===== src/design/addr_gen_pkg.sv =====
/*
  Shared constants and carrier types for the stack check and program address generator.
  Assumes a single core clock and a synchronous active-high reset in the user.
*/
package addr_gen_pkg;

  ////////////////////////////////////////////////////////////////////////////
  // Register offsets, byte addresses on the bus
  localparam logic [7:0] OFS_STACK_POINTER = 8'h00;
  localparam logic [7:0] OFS_STACK_LIMIT = 8'h04;
  localparam logic [7:0] OFS_TABLE_PAGE = 8'h08;
  localparam logic [7:0] OFS_VIS_PAGE = 8'h0c;
  localparam logic [7:0] OFS_CORE_CONTROL = 8'h10;
  localparam logic [7:0] OFS_STACK_STATUS = 8'h14;

  ////////////////////////////////////////////////////////////////////////////
  // Field positions and values
  localparam int VIS_EN_BIT = 2;
  localparam int CFG_PAGE_BIT = 7;
  localparam int EA_MSB = 15;
  localparam int STAT_OVF_BIT = 0;
  localparam int STAT_UNF_BIT = 1;
  localparam logic [15:0] SP_RESET = 16'h0800;
  localparam logic [15:0] SFR_FLOOR = 16'h0800;
  localparam logic [15:0] STACK_STEP = 16'h0002;
  localparam logic [7:0] PAGE_RESET = 8'h00;
  localparam logic [15:0] CTRL_RESET = 16'h0000;
  localparam logic [1:0] STAT_RESET = 2'h0;

  ////////////////////////////////////////////////////////////////////////////
  // Stack requests from the execute stage
  typedef enum logic [1:0] {PUSH_DATA, PUSH_PC_LOW, PUSH_PC_CALL, PUSH_PC_EXC} push_kind_t;

  typedef struct packed {
    logic push;
    logic pop;
    logic sp_ea;
    push_kind_t kind;
    logic [15:0] ea;
    logic [15:0] wdata;
  } stack_req_t;

  ////////////////////////////////////////////////////////////////////////////
  // Program space requests and generated addresses
  typedef enum logic [2:0] {
    PROG_IDLE, PROG_FETCH, PROG_TBL_RD_LO, PROG_TBL_RD_HI, PROG_TBL_WR, PROG_DATA_RD, PROG_DATA_WR
  } prog_kind_t;

  typedef struct packed {
    prog_kind_t kind;
    logic [15:0] ea;
  } prog_req_t;

  typedef struct packed {
    logic valid;
    logic write;
    logic config_space;
    logic [23:0] addr;
  } prog_addr_t;

endpackage


===== src/design/stack_addr_gen.sv =====
/*
  Stack pointer, stack limit check and program space address generation, with a
  classic Wishbone register slave. Assumes the execute stage drives one request
  per cycle and that memory returns program words on prog_rvalid_i.
*/
// Behaviour
// - Stack pointer addresses next free word, grows up
// - Pop predecrements, push postincrements the pointer
// - Call push zero-extends counter upper part
// - Exception push joins status byte to counter
// - Limit bit zero forced low, no reset
// - Stack pointer addresses compared against limit
// - Push at limit passes, next one traps
// - Address below 0800h raises underflow trap
// - Table and window addresses from 16-bit data plus page
// - Table address is page joined to address
// - Each table page selects 32K words
// - Table page top bit selects configuration space
// - Table access unaligned, reads allowed in configuration
// - Table access reaches every program word byte
// - Window address is page plus low fifteen bits
// - Each visibility page selects 16K words
// - Program bit 15 from visibility page bit 0
// - Window access forced to user space
// - Window read-only, returns low program word
// - Fetch address from counter, bit zero clear
// - Window only when visibility enable set
// - Window read stalls instruction one cycle
// - Table writes to configuration space refused
module stack_addr_gen (
  input wire logic clk_i,
  input wire logic rst_i,
  input wire logic wb_cyc_i,
  input wire logic wb_stb_i,
  input wire logic wb_we_i,
  input wire logic [7:0] wb_adr_i,
  input wire logic [3:0] wb_sel_i,
  input wire logic [31:0] wb_dat_i,
  output logic [31:0] wb_dat_o,
  output logic wb_ack_o,
  input wire addr_gen_pkg::stack_req_t stack_req_i,
  input wire logic [22:0] pc_i,
  input wire logic [7:0] status_low_byte_i,
  input wire addr_gen_pkg::prog_req_t prog_req_i,
  input wire logic prog_rvalid_i,
  input wire logic [23:0] prog_rdata_i,
  output logic [15:0] stack_addr_o,
  output logic [15:0] stack_wdata_o,
  output logic stack_we_o,
  output logic stack_re_o,
  output logic stack_trap_o,
  output addr_gen_pkg::prog_addr_t prog_addr_o,
  output logic refused_o,
  output logic stall_o,
  output logic [15:0] data_rdata_o,
  output logic data_rvalid_o
);

  ////////////////////////////////////////////////////////////////////////////
  // Byte lane merge for 16-bit registers
  function automatic logic [15:0] lane_merge(input logic [15:0] old, input logic [31:0] dat, input logic [3:0] sel);
    logic [15:0] res;
    res = old;
    if (sel[0]) begin
      res[7:0] = dat[7:0];
    end
    if (sel[1]) begin
      res[15:8] = dat[15:8];
    end
    return res;
  endfunction

  ////////////////////////////////////////////////////////////////////////////
  // Bus slave
  logic bus_req;
  logic bus_wr;
  logic next_ack;
  logic [31:0] next_dat;
  logic [15:0] sp;
  logic [15:1] limit_hi;
  logic [15:0] limit;
  logic [7:0] table_page_reg;
  logic [7:0] visibility_page_reg;
  logic [15:0] core_control_reg;
  logic [1:0] stack_status;

  assign limit = {limit_hi, 1'b0};
  assign bus_req = wb_cyc_i & wb_stb_i;
  assign bus_wr = bus_req & wb_we_i & wb_ack_o;

  always_comb begin
    next_ack = bus_req & ~wb_ack_o;
    next_dat = 32'h0000_0000;
    if (bus_req & ~wb_ack_o & ~wb_we_i) begin
      unique case (wb_adr_i)
        addr_gen_pkg::OFS_STACK_POINTER: next_dat = {16'h0000, sp};
        addr_gen_pkg::OFS_STACK_LIMIT: next_dat = {16'h0000, limit};
        addr_gen_pkg::OFS_TABLE_PAGE: next_dat = {24'h00_0000, table_page_reg};
        addr_gen_pkg::OFS_VIS_PAGE: next_dat = {24'h00_0000, visibility_page_reg};
        addr_gen_pkg::OFS_CORE_CONTROL: next_dat = {16'h0000, core_control_reg};
        addr_gen_pkg::OFS_STACK_STATUS: next_dat = {30'h0000_0000, stack_status};
        default: next_dat = 32'h0000_0000;
      endcase
    end
  end

  always_ff @(posedge clk_i) begin
    if (rst_i) begin
      wb_ack_o <= 1'b0;
      wb_dat_o <= 32'h0000_0000;
    end else begin
      wb_ack_o <= next_ack;
      wb_dat_o <= next_dat;
    end
  end

  ////////////////////////////////////////////////////////////////////////////
  // Configuration registers
  logic [7:0] next_table_page;
  logic [7:0] next_vis_page;
  logic [15:0] next_core_control;
  logic [15:1] next_limit_hi;
  logic [15:0] lim_merge;

  always_comb begin
    next_table_page = table_page_reg;
    next_vis_page = visibility_page_reg;
    next_core_control = core_control_reg;
    lim_merge = lane_merge(limit, wb_dat_i, wb_sel_i);
    next_limit_hi = limit_hi;
    if (bus_wr) begin
      unique case (wb_adr_i)
        addr_gen_pkg::OFS_TABLE_PAGE: next_table_page = wb_sel_i[0] ? wb_dat_i[7:0] : table_page_reg;
        addr_gen_pkg::OFS_VIS_PAGE: next_vis_page = wb_sel_i[0] ? wb_dat_i[7:0] : visibility_page_reg;
        addr_gen_pkg::OFS_CORE_CONTROL: next_core_control = lane_merge(core_control_reg, wb_dat_i, wb_sel_i);
        addr_gen_pkg::OFS_STACK_LIMIT: next_limit_hi = lim_merge[15:1];
        default: next_limit_hi = limit_hi;
      endcase
    end
  end

  always_ff @(posedge clk_i) begin
    if (rst_i) begin
      table_page_reg <= addr_gen_pkg::PAGE_RESET;
      visibility_page_reg <= addr_gen_pkg::PAGE_RESET;
      core_control_reg <= addr_gen_pkg::CTRL_RESET;
    end else begin
      table_page_reg <= next_table_page;
      visibility_page_reg <= next_vis_page;
      core_control_reg <= next_core_control;
    end
  end

  // Limit keeps its value across reset
  always_ff @(posedge clk_i) begin
    limit_hi <= next_limit_hi;
  end

  ////////////////////////////////////////////////////////////////////////////
  // Stack pointer and limit check
  logic [15:0] next_sp;
  logic [15:0] chk_addr;
  logic chk_valid;
  logic ovf;
  logic unf;
  logic [15:0] next_stack_addr;
  logic [15:0] next_stack_wdata;
  logic [1:0] next_status;
  logic [15:0] sp_merge;

  always_comb begin
    sp_merge = lane_merge(sp, wb_dat_i, wb_sel_i);
    next_sp = sp;
    chk_valid = stack_req_i.push | stack_req_i.pop | stack_req_i.sp_ea;
    if (stack_req_i.push) begin
      chk_addr = sp;
      next_sp = sp + addr_gen_pkg::STACK_STEP;
    end else if (stack_req_i.pop) begin
      chk_addr = sp - addr_gen_pkg::STACK_STEP;
      next_sp = chk_addr;
    end else begin
      chk_addr = stack_req_i.ea;
      if (bus_wr && wb_adr_i == addr_gen_pkg::OFS_STACK_POINTER) begin
        next_sp = {sp_merge[15:1], 1'b0};
      end
    end
    ovf = chk_valid & (chk_addr > limit);
    unf = chk_valid & (chk_addr < addr_gen_pkg::SFR_FLOOR);
    next_stack_addr = chk_valid ? chk_addr : stack_addr_o;
    unique case (stack_req_i.kind)
      addr_gen_pkg::PUSH_DATA: next_stack_wdata = stack_req_i.wdata;
      addr_gen_pkg::PUSH_PC_LOW: next_stack_wdata = pc_i[15:0];
      addr_gen_pkg::PUSH_PC_CALL: next_stack_wdata = {9'h000, pc_i[22:16]};
      addr_gen_pkg::PUSH_PC_EXC: next_stack_wdata = {status_low_byte_i, 1'b0, pc_i[22:16]};
    endcase
    next_status = stack_status;
    if (bus_wr && wb_adr_i == addr_gen_pkg::OFS_STACK_STATUS && wb_sel_i[0]) begin
      next_status = stack_status & ~wb_dat_i[1:0];
    end
    next_status[addr_gen_pkg::STAT_OVF_BIT] = next_status[addr_gen_pkg::STAT_OVF_BIT] | ovf;
    next_status[addr_gen_pkg::STAT_UNF_BIT] = next_status[addr_gen_pkg::STAT_UNF_BIT] | unf;
  end

  always_ff @(posedge clk_i) begin
    if (rst_i) begin
      sp <= addr_gen_pkg::SP_RESET;
      stack_addr_o <= addr_gen_pkg::SP_RESET;
      stack_wdata_o <= 16'h0000;
      stack_we_o <= 1'b0;
      stack_re_o <= 1'b0;
      stack_trap_o <= 1'b0;
      stack_status <= addr_gen_pkg::STAT_RESET;
    end else begin
      sp <= next_sp;
      stack_addr_o <= next_stack_addr;
      stack_wdata_o <= stack_req_i.push ? next_stack_wdata : stack_wdata_o;
      stack_we_o <= stack_req_i.push;
      stack_re_o <= ~stack_req_i.push & stack_req_i.pop;
      stack_trap_o <= ovf | unf;
      stack_status <= next_status;
    end
  end

  ////////////////////////////////////////////////////////////////////////////
  // Program space address generation
  addr_gen_pkg::prog_addr_t next_prog;
  logic next_refused;
  logic next_stall;
  logic vis_hit;
  addr_gen_pkg::prog_kind_t rd_kind;
  addr_gen_pkg::prog_kind_t next_rd_kind;

  always_comb begin
    next_prog = '0;
    next_refused = 1'b0;
    next_stall = 1'b0;
    next_rd_kind = rd_kind;
    vis_hit = prog_req_i.ea[addr_gen_pkg::EA_MSB] & core_control_reg[addr_gen_pkg::VIS_EN_BIT];
    unique case (prog_req_i.kind)
      addr_gen_pkg::PROG_IDLE: next_prog = '0;
      addr_gen_pkg::PROG_FETCH: begin
        next_prog.valid = 1'b1;
        next_prog.addr = {1'b0, pc_i[22:1], 1'b0};
      end
      addr_gen_pkg::PROG_TBL_RD_LO, addr_gen_pkg::PROG_TBL_RD_HI: begin
        next_prog.valid = 1'b1;
        next_prog.config_space = table_page_reg[addr_gen_pkg::CFG_PAGE_BIT];
        next_prog.addr = {table_page_reg, prog_req_i.ea};
        next_rd_kind = prog_req_i.kind;
      end
      addr_gen_pkg::PROG_TBL_WR: begin
        if (table_page_reg[addr_gen_pkg::CFG_PAGE_BIT]) begin
          next_refused = 1'b1;
        end else begin
          next_prog.valid = 1'b1;
          next_prog.write = 1'b1;
          next_prog.addr = {table_page_reg, prog_req_i.ea};
        end
      end
      addr_gen_pkg::PROG_DATA_RD: begin
        if (vis_hit) begin
          next_prog.valid = 1'b1;
          next_prog.addr = {1'b0, visibility_page_reg, prog_req_i.ea[14:0]};
          next_stall = 1'b1;
          next_rd_kind = prog_req_i.kind;
        end
      end
      addr_gen_pkg::PROG_DATA_WR: next_refused = vis_hit;
      default: next_prog = '0;
    endcase
  end

  always_ff @(posedge clk_i) begin
    if (rst_i) begin
      prog_addr_o <= '0;
      refused_o <= 1'b0;
      stall_o <= 1'b0;
      rd_kind <= addr_gen_pkg::PROG_IDLE;
    end else begin
      prog_addr_o <= next_prog;
      refused_o <= next_refused;
      stall_o <= next_stall;
      rd_kind <= next_rd_kind;
    end
  end

  ////////////////////////////////////////////////////////////////////////////
  // Read data return
  logic [15:0] next_rdata;

  always_comb begin
    if (rd_kind == addr_gen_pkg::PROG_TBL_RD_HI) begin
      next_rdata = {8'h00, prog_rdata_i[23:16]};
    end else begin
      next_rdata = prog_rdata_i[15:0];
    end
  end

  always_ff @(posedge clk_i) begin
    if (rst_i) begin
      data_rdata_o <= 16'h0000;
      data_rvalid_o <= 1'b0;
    end else begin
      data_rdata_o <= prog_rvalid_i ? next_rdata : data_rdata_o;
      data_rvalid_o <= prog_rvalid_i;
    end
  end

  ////////////////////////////////////////////////////////////////////////////
  // Checks
  property p_sp_aligned;
    @(posedge clk_i) disable iff (rst_i) sp[0] == 1'b0;
  endproperty
  a_sp_aligned: assert property (p_sp_aligned) else $error("stack pointer odd");

  property p_push_inc;
    @(posedge clk_i) disable iff (rst_i)
      stack_req_i.push |=> sp == $past(sp) + 16'h0002 && stack_addr_o == $past(sp) && stack_we_o;
  endproperty
  a_push_inc: assert property (p_push_inc) else $error("push did not post-increment");

  property p_pop_dec;
    @(posedge clk_i) disable iff (rst_i)
      (stack_req_i.pop && !stack_req_i.push) |=> sp == $past(sp) - 16'h0002 && stack_addr_o == sp && stack_re_o;
  endproperty
  a_pop_dec: assert property (p_pop_dec) else $error("pop did not pre-decrement");

  property p_call_zero;
    @(posedge clk_i) disable iff (rst_i)
      (stack_req_i.push && stack_req_i.kind == addr_gen_pkg::PUSH_PC_CALL) |=>
        stack_wdata_o == {9'h000, $past(pc_i[22:16])};
  endproperty
  a_call_zero: assert property (p_call_zero) else $error("call push upper bits not clear");

  property p_exc_status;
    @(posedge clk_i) disable iff (rst_i)
      (stack_req_i.push && stack_req_i.kind == addr_gen_pkg::PUSH_PC_EXC) |=>
        stack_wdata_o[15:8] == $past(status_low_byte_i) && stack_wdata_o[6:0] == $past(pc_i[22:16]);
  endproperty
  a_exc_status: assert property (p_exc_status) else $error("exception push missing status byte");

  property p_underflow;
    @(posedge clk_i) disable iff (rst_i)
      (stack_req_i.pop && !stack_req_i.push && sp < 16'h0802 && sp > 16'h0001) |=>
        stack_trap_o && stack_status[addr_gen_pkg::STAT_UNF_BIT];
  endproperty
  a_underflow: assert property (p_underflow) else $error("underflow not trapped");

  property p_at_limit;
    @(posedge clk_i) disable iff (rst_i)
      (stack_req_i.push && sp == limit && sp >= 16'h0800) |=> !stack_trap_o;
  endproperty
  a_at_limit: assert property (p_at_limit) else $error("push at limit trapped");

  property p_over_limit;
    @(posedge clk_i) disable iff (rst_i)
      (stack_req_i.push && sp > limit) |=> stack_trap_o;
  endproperty
  a_over_limit: assert property (p_over_limit) else $error("push past limit not trapped");

  property p_table_addr;
    @(posedge clk_i) disable iff (rst_i)
      (prog_req_i.kind == addr_gen_pkg::PROG_TBL_RD_LO) |=>
        prog_addr_o.valid && prog_addr_o.addr == {$past(table_page_reg), $past(prog_req_i.ea)} &&
        prog_addr_o.config_space == $past(table_page_reg[7]);
  endproperty
  a_table_addr: assert property (p_table_addr) else $error("table address wrong");

  property p_vis_addr;
    @(posedge clk_i) disable iff (rst_i)
      (prog_req_i.kind == addr_gen_pkg::PROG_DATA_RD && vis_hit) |=>
        prog_addr_o.addr[23] == 1'b0 && prog_addr_o.addr[22:15] == $past(visibility_page_reg) &&
        !prog_addr_o.config_space && stall_o ##1
        (!stall_o || $past(prog_req_i.kind == addr_gen_pkg::PROG_DATA_RD && vis_hit));
  endproperty
  a_vis_addr: assert property (p_vis_addr) else $error("visibility address or stall wrong");

  property p_vis_off;
    @(posedge clk_i) disable iff (rst_i)
      (prog_req_i.kind == addr_gen_pkg::PROG_DATA_RD && !core_control_reg[2]) |=> !prog_addr_o.valid && !stall_o;
  endproperty
  a_vis_off: assert property (p_vis_off) else $error("remap while visibility disabled");

  property p_fetch;
    @(posedge clk_i) disable iff (rst_i)
      (prog_req_i.kind == addr_gen_pkg::PROG_FETCH) |=> prog_addr_o.addr == {1'b0, $past(pc_i[22:1]), 1'b0};
  endproperty
  a_fetch: assert property (p_fetch) else $error("fetch address wrong");

  property p_cfg_write;
    @(posedge clk_i) disable iff (rst_i)
      (prog_req_i.kind == addr_gen_pkg::PROG_TBL_WR && table_page_reg[7]) |=> refused_o && !prog_addr_o.valid;
  endproperty
  a_cfg_write: assert property (p_cfg_write) else $error("configuration write not refused");

  property p_page_reset;
    @(posedge clk_i) rst_i |=> table_page_reg == 8'h00 && visibility_page_reg == 8'h00;
  endproperty
  a_page_reset: assert property (p_page_reset) else $error("page registers not cleared");

endmodule // stack_addr_gen


===== config.mk =====
export PLATFORM = sky130hd
export DESIGN_NAME = stack_addr_gen
export DESIGN_NICKNAME = d
export VERILOG_FILES = /design/src/design/addr_gen_pkg.sv /design/src/design/stack_addr_gen.sv
export SDC_FILE = /design/constraint.sdc
export NUM_CORES = 1
export LEC_CHECK = 0
export CORE_AREA = 2 2 107 186
export CTS_CLUSTER_SIZE = 10
export DETAILED_ROUTE_END_ITERATION = 7
export DIE_AREA = 0 0 109 188
export DONT_BUFFER_PORTS = 1
export PLACE_DENSITY = 0.56
export SETUP_SLACK_MARGIN = 0.15
export SYNTH_ARGS = -nofsm -noshare
export SYNTH_HDL_FRONTEND = slang
export SYNTH_SLANG_ARGS = --single-unit

===== constraint.sdc =====
create_clock -name clk_i -period 4 [get_ports clk_i]
set_clock_uncertainty 0.05 [all_clocks]
set_input_delay 0.4 -clock clk_i [delete_from_list [all_inputs] [get_ports clk_i]]
set_output_delay 0.4 -clock clk_i [all_outputs]
set_load 0.01 [all_outputs]

## Word-level counts from Yosys, hierarchy flattened

Cells that the tools add are included.

- Bits in registers: 182
- Input port bits: 161
- Output and inout port bits: 114
- Word-level logic and storage cells: 114

- Add/subtract/negate cells: 2
- Magnitude comparators: 2
- Eq/ne operators: 16
- Multiplexer cells: 21
- Bitwise logic cells: 23
- Reduce and logical (&&, ||, !) cells: 24

Operator list:

| operator | number |
|---|---|
| 2-to-1 mux 16 bit | 6 |
| one-hot mux 16 bit (6 select lines) | 1 |
| one-hot mux 24 bit (4 select lines) | 1 |
| one-hot mux 16 bit (4 select lines) | 1 |
| 2-to-1 mux 23 bit | 2 |
| AND reduction 3 bit | 6 |
| adder 16 x 2 -> 16 bit, second input constant | 1 |
| equality test 8 x 4 -> 1 bit, second input constant | 2 |
| equality test 8 x 5 -> 1 bit, second input constant | 2 |
| greater-than comparator 16 bit | 1 |
| < comparator 16 x 12 -> 1 bit, second input constant | 1 |
| 2-to-1 mux 8 bit | 2 |
| subtractor 16 x 2 -> 16 bit, second input constant | 1 |
| OR reduction 2 bit | 5 |
| bitwise AND 1 bit | 9 |
| equality test 3 x 2 -> 1 bit, second input constant | 3 |
| equality test 3 bit, second input constant | 3 |
| nonzero test 3 bit | 3 |
| equality test 8 x 3 -> 1 bit, second input constant | 1 |
| logical NOT 8 bit | 1 |
| NOT 1 bit | 7 |
| one-hot mux 3 bit (2 select lines) | 1 |
| AND reduction 2 bit | 3 |
| bitwise OR 1 bit | 5 |
| 15 further kinds | 20 |

## Depth between registers and ports, before layout

- Depth after elaboration: 7
- Gate-level depth with buffers: 14
- Mapped depth without buffers: 12

## Worst setup path before layout

Ideal clock, no wire load.

- Path type: register to register
- Start: register sp[1]
- End: register stack_trap_o
- Setup time: 0.088 ns
- Data arrival time: 2.991 ns
- Required time: 3.862 ns
- Path slack: 0.871 ns
- Cell stages (with the launch flop): 15
- Buffers on the path: 2
- Period minus slack after synthesis: 3.129 ns
- Cell sequence: dfxtp_1 -> clkbuf_1 -> inv_1 -> ha_1 -> nor3b_2 -> buf_2 -> nand4_1 -> nor3b_1 -> a31oi_1 -> ha_1 -> and3_1 -> and3_1 -> a21o_1 -> a31o_2 -> o32ai_2

- Cells in the longest elaborated chain, start to end: 6
- Elaborated cells between the ends (all ways): 8
- Those cells by class: 1 x add/sub; 2 x order compare; 2 x mux; 3 x bitwise

Ends and longest elaborated chain:

| item | RTL line | RTL |
|---|---|---|
| start: declaration | stack_addr_gen.sv:79 | `logic [15:0] sp;` |
| start signal: assignment | stack_addr_gen.sv:206 | `sp <= addr_gen_pkg::SP_RESET;` |
| start signal: assignment | stack_addr_gen.sv:214 | `sp <= next_sp;` |
| subtractor 16 x 2 -> 16 bit (*) | stack_addr_gen.sv:179 | `chk_addr = sp - addr_gen_pkg::STACK_STEP;` |
| 2-to-1 mux 16 bit (*) | stack_addr_gen.sv:178 | `end else if (stack_req_i.pop) begin` |
| 2-to-1 mux 16 bit (*) | stack_addr_gen.sv:175 | `if (stack_req_i.push) begin` |
| net chk_addr[15] | stack_addr_gen.sv:162 | `logic [15:0] chk_addr;` |
| greater-than comparator 16 bit / < comparator 16 x 12 -> 1 bit (equally long branches) | stack_addr_gen.sv:187, stack_addr_gen.sv:188 |  |
| bitwise AND 1 bit, on equally long branches | stack_addr_gen.sv:187, stack_addr_gen.sv:188 |  |
| bitwise OR 1 bit (*) | stack_addr_gen.sv:219 | `stack_trap_o <= ovf \| unf;` |
| end signal: assignment | stack_addr_gen.sv:219 |  |
| end: declaration | stack_addr_gen.sv:51 | `output logic stack_trap_o,` |

Mark *: on every way through the listed nets, which the timed path passes. The rest lies on a longest branch.
A chain may end at the register's enable or synchronous reset.

## Final worst setup path

- Start: register sp[2]
- End: register stack_trap_o

The elaborated chain is that of the path after synthesis.

==> metrics.txt <==
final hold violation count=0; worst-path maximum fanout=5; Seq cells post-synth=165; Synth async-reset ratio=0%; Top reg by flops=prog_addr_o; vias in the first global route=7360; cell chain of the critical path=inv_1 -> ha_1 -> nor3b_2 -> nand4_1 -> a31oi_1 -> ha_1 -> and3_1 -> and3_1 -> a21o_1 -> a31o_2 -> o32ai_2; Synth cell types=74; initial antenna violation count=1; core area=19000 um^2; Layout area overhead=10.1%; Switching Share=27.5%; number of buffers created by CTS=17; Max rail drop VDD=0.233 mV; Max Clk Rate=287 MHz; status=complete, no violations; hold slack=0.0289 ns; initial cell density of the core=44.1%; largest net degree at the start of global routing=73; Top-Level Pins=275; Total Power=3.90 mW; layout cells sized above 1=9.31%; Worst Hold End=sp[7]; Placed Cells=1146; Worst path top cell family by delay=compound AO/OA/AOI/OAI gates; path depth of the worst reg2reg path=11; all-layer global routing usage=27.9%; Post-synth top cells=150 x dfxtp_1, 116 x nor2_1, 72 x a21oi_1, 65 x nand2_1, 58 x clkbuf_1; placed cell area=8450 um^2; clock root buffer=clkbuf_16; Slew headroom=22.2%; Finished Cell Area=9240 um^2; slowest cell on the critical path=a31oi_1; hold depth=1; max-cap check violation count=0; Synth Area per Inst=8.64 um^2; WS Path Type=reg2reg; maximum root-to-sink buffer count=2; Final Util=48.5%; Internal Pwr Total=2.83 mW; RSZ-0062 raised after global routing=false; Post-synth EDFFs=15; Routed Wire Length=28600 um; most common cell in the netlist=dfxtp_1; Slowest Stage Delay on Critical Path=0.83 ns; Worst Setup Start Kind=flop; Synth area leaders=dfxtp_1 36%, edfxtp_1 5.4%, mux2i_1 5.2%, nor2_1 5.2%, a21oi_1 4.3%; routed wire length per instance=23.9 um; CTS Sinks=165; Sw Pwr=1.07 mW; Hold/Removal Path Class=in2reg; Sum Neg Setup Slack=0 ns; CP endpoint kind=flop; Slew Limit Fails=0; Clk network pwr share=41.4%; DR pass1 iterations=6; DRT antenna net count=0; cell area after synthesis=8390 um^2; Yosys top cell area share=35.8%; PortBufs=0; Syn Inst Count=971; fillers=1899; die width=109 um; H-tree levels=4; register area share after synthesis=41.2%; Slew @ Worst Pin=1.16 ns; yosys warns=0; HPWL Detailed=20200 um; leakage power=3.46 nW; R2R Setup Slk=0.52 ns; die area=20500 um^2; NumNets Final=1121; setup ws final=0.521 ns; GRT overflow=0; fin crit share=87.0%; Vias per Instance=6.17; Post-CTS Setup Inserts=0; max reg flops=27; Starting DRT DRC Count=455; CP Buf/Inv Count=1; RR Endpoint=stack_trap_o; Worst Path Arrival=3.78 ns; pre-CTS WS=0.650 ns; Die Height=188 um; first-pass GRT wire length=42400 um; top_reg_cell synth=dfxtp_1; Tmin final=3.48 ns; Seq pwr share=46.2%; non-filler cells, final=1198; cell type with the largest total area after synthesis=dfxtp_1; routed vias=7387; worst r2r src=sp[2]; FP Rows=67; PD cells=422 nW/um^2; DRC viols=0; Clock transition at path regs=0.07 ns; min-delay src=rst_i; Worst EP required=4.30 ns; gp weighted congestion=0.877; CTS tree=built; Setup violations, final=0; Clk Latency, worst-skew pair=0.44 ns; combinational power share=12.4%
==> power by group through the flow <==
stage	Sequential (mW)	Clock, mW	Combinational (mW)
floorplan	1.82	0	0.394
global placement	1.84	0	0.441
detailed placement	1.84	0	0.444
CTS	1.80	1.66	0.486
global route	1.81	1.72	0.533
finish	1.80	1.61	0.485
==> placed cells by master, fill, tap and decap left out, types with 19 or more instances in the layout <==
master | synthesis | layout
a22oi_1 | 23 | 23
a21oi_1 | 72 | 72
inv_1 | 23 | 23
buf_4 | 17 | 20
o21ai_0 | 41 | 41
nor2_1 | 116 | 116
nand3_1 | 41 | 41
nand2_1 | 65 | 65
mux2i_1 | 44 | 44
nor3_1 | 19 | 19
dfxtp_1 | 150 | 150
==> timing repair <==
item,4_1_cts,5_1_grt
resized for setup,0,0
endpoints found under the setup margin,0,0
endpoints found under the hold margin,88,0
hold buffers,19,0
==> layer usage <==
layer	wire length, um	global-route usage [%]	vias up
met5	0	0	-
met4	2210	20.5	0
met3	1760	6.26	86
met2	15300	51.3	348
met1	9270	25.8	3477
li1	-	-	3476
==> cells by family after synthesis <==
group                      synth area share (%)
adders and majority gates                  2.53
AOI/OAI and AO/OA                          21.2
muxes                                      6.72
other                                    0.0447
DFF                                        41.2
xor gates and xnor gates                  0.626
and+or+nand+nor                            21.0
buffers and inverters                      6.68
==> worst max-delay path by stage <==
stage	start	end	slack, ns	cells past startpoint
CTS	sp[2]	stack_trap_o	0.62	11
floorplan	sp[1]	stack_trap_o	0.87	14
finish	sp[2]	stack_trap_o	0.52	11
global placement	sp[2]	stack_trap_o	0.71	11
detailed placement	sp[2]	stack_trap_o	0.65	11
global route	sp[2]	stack_trap_o	0.46	11
==> layout make-up <==
cell class | count | area [um^2] | area share (%)
Multi-Input combinational cell | 696 | 4460 | 48.3
Sequential cell | 165 | 3450 | 37.4
Clock buffer | 18 | 450 | 4.88
Timing Repair Buffer | 39 | 358 | 3.87
Tap cell | 241 | 302 | 3.26
Clock inverter | 14 | 123 | 1.33
Inverter | 24 | 90.1 | 0.975
Antenna cell | 1 | 2.50 | 0.0271
(Power assumes the default switching activity.)
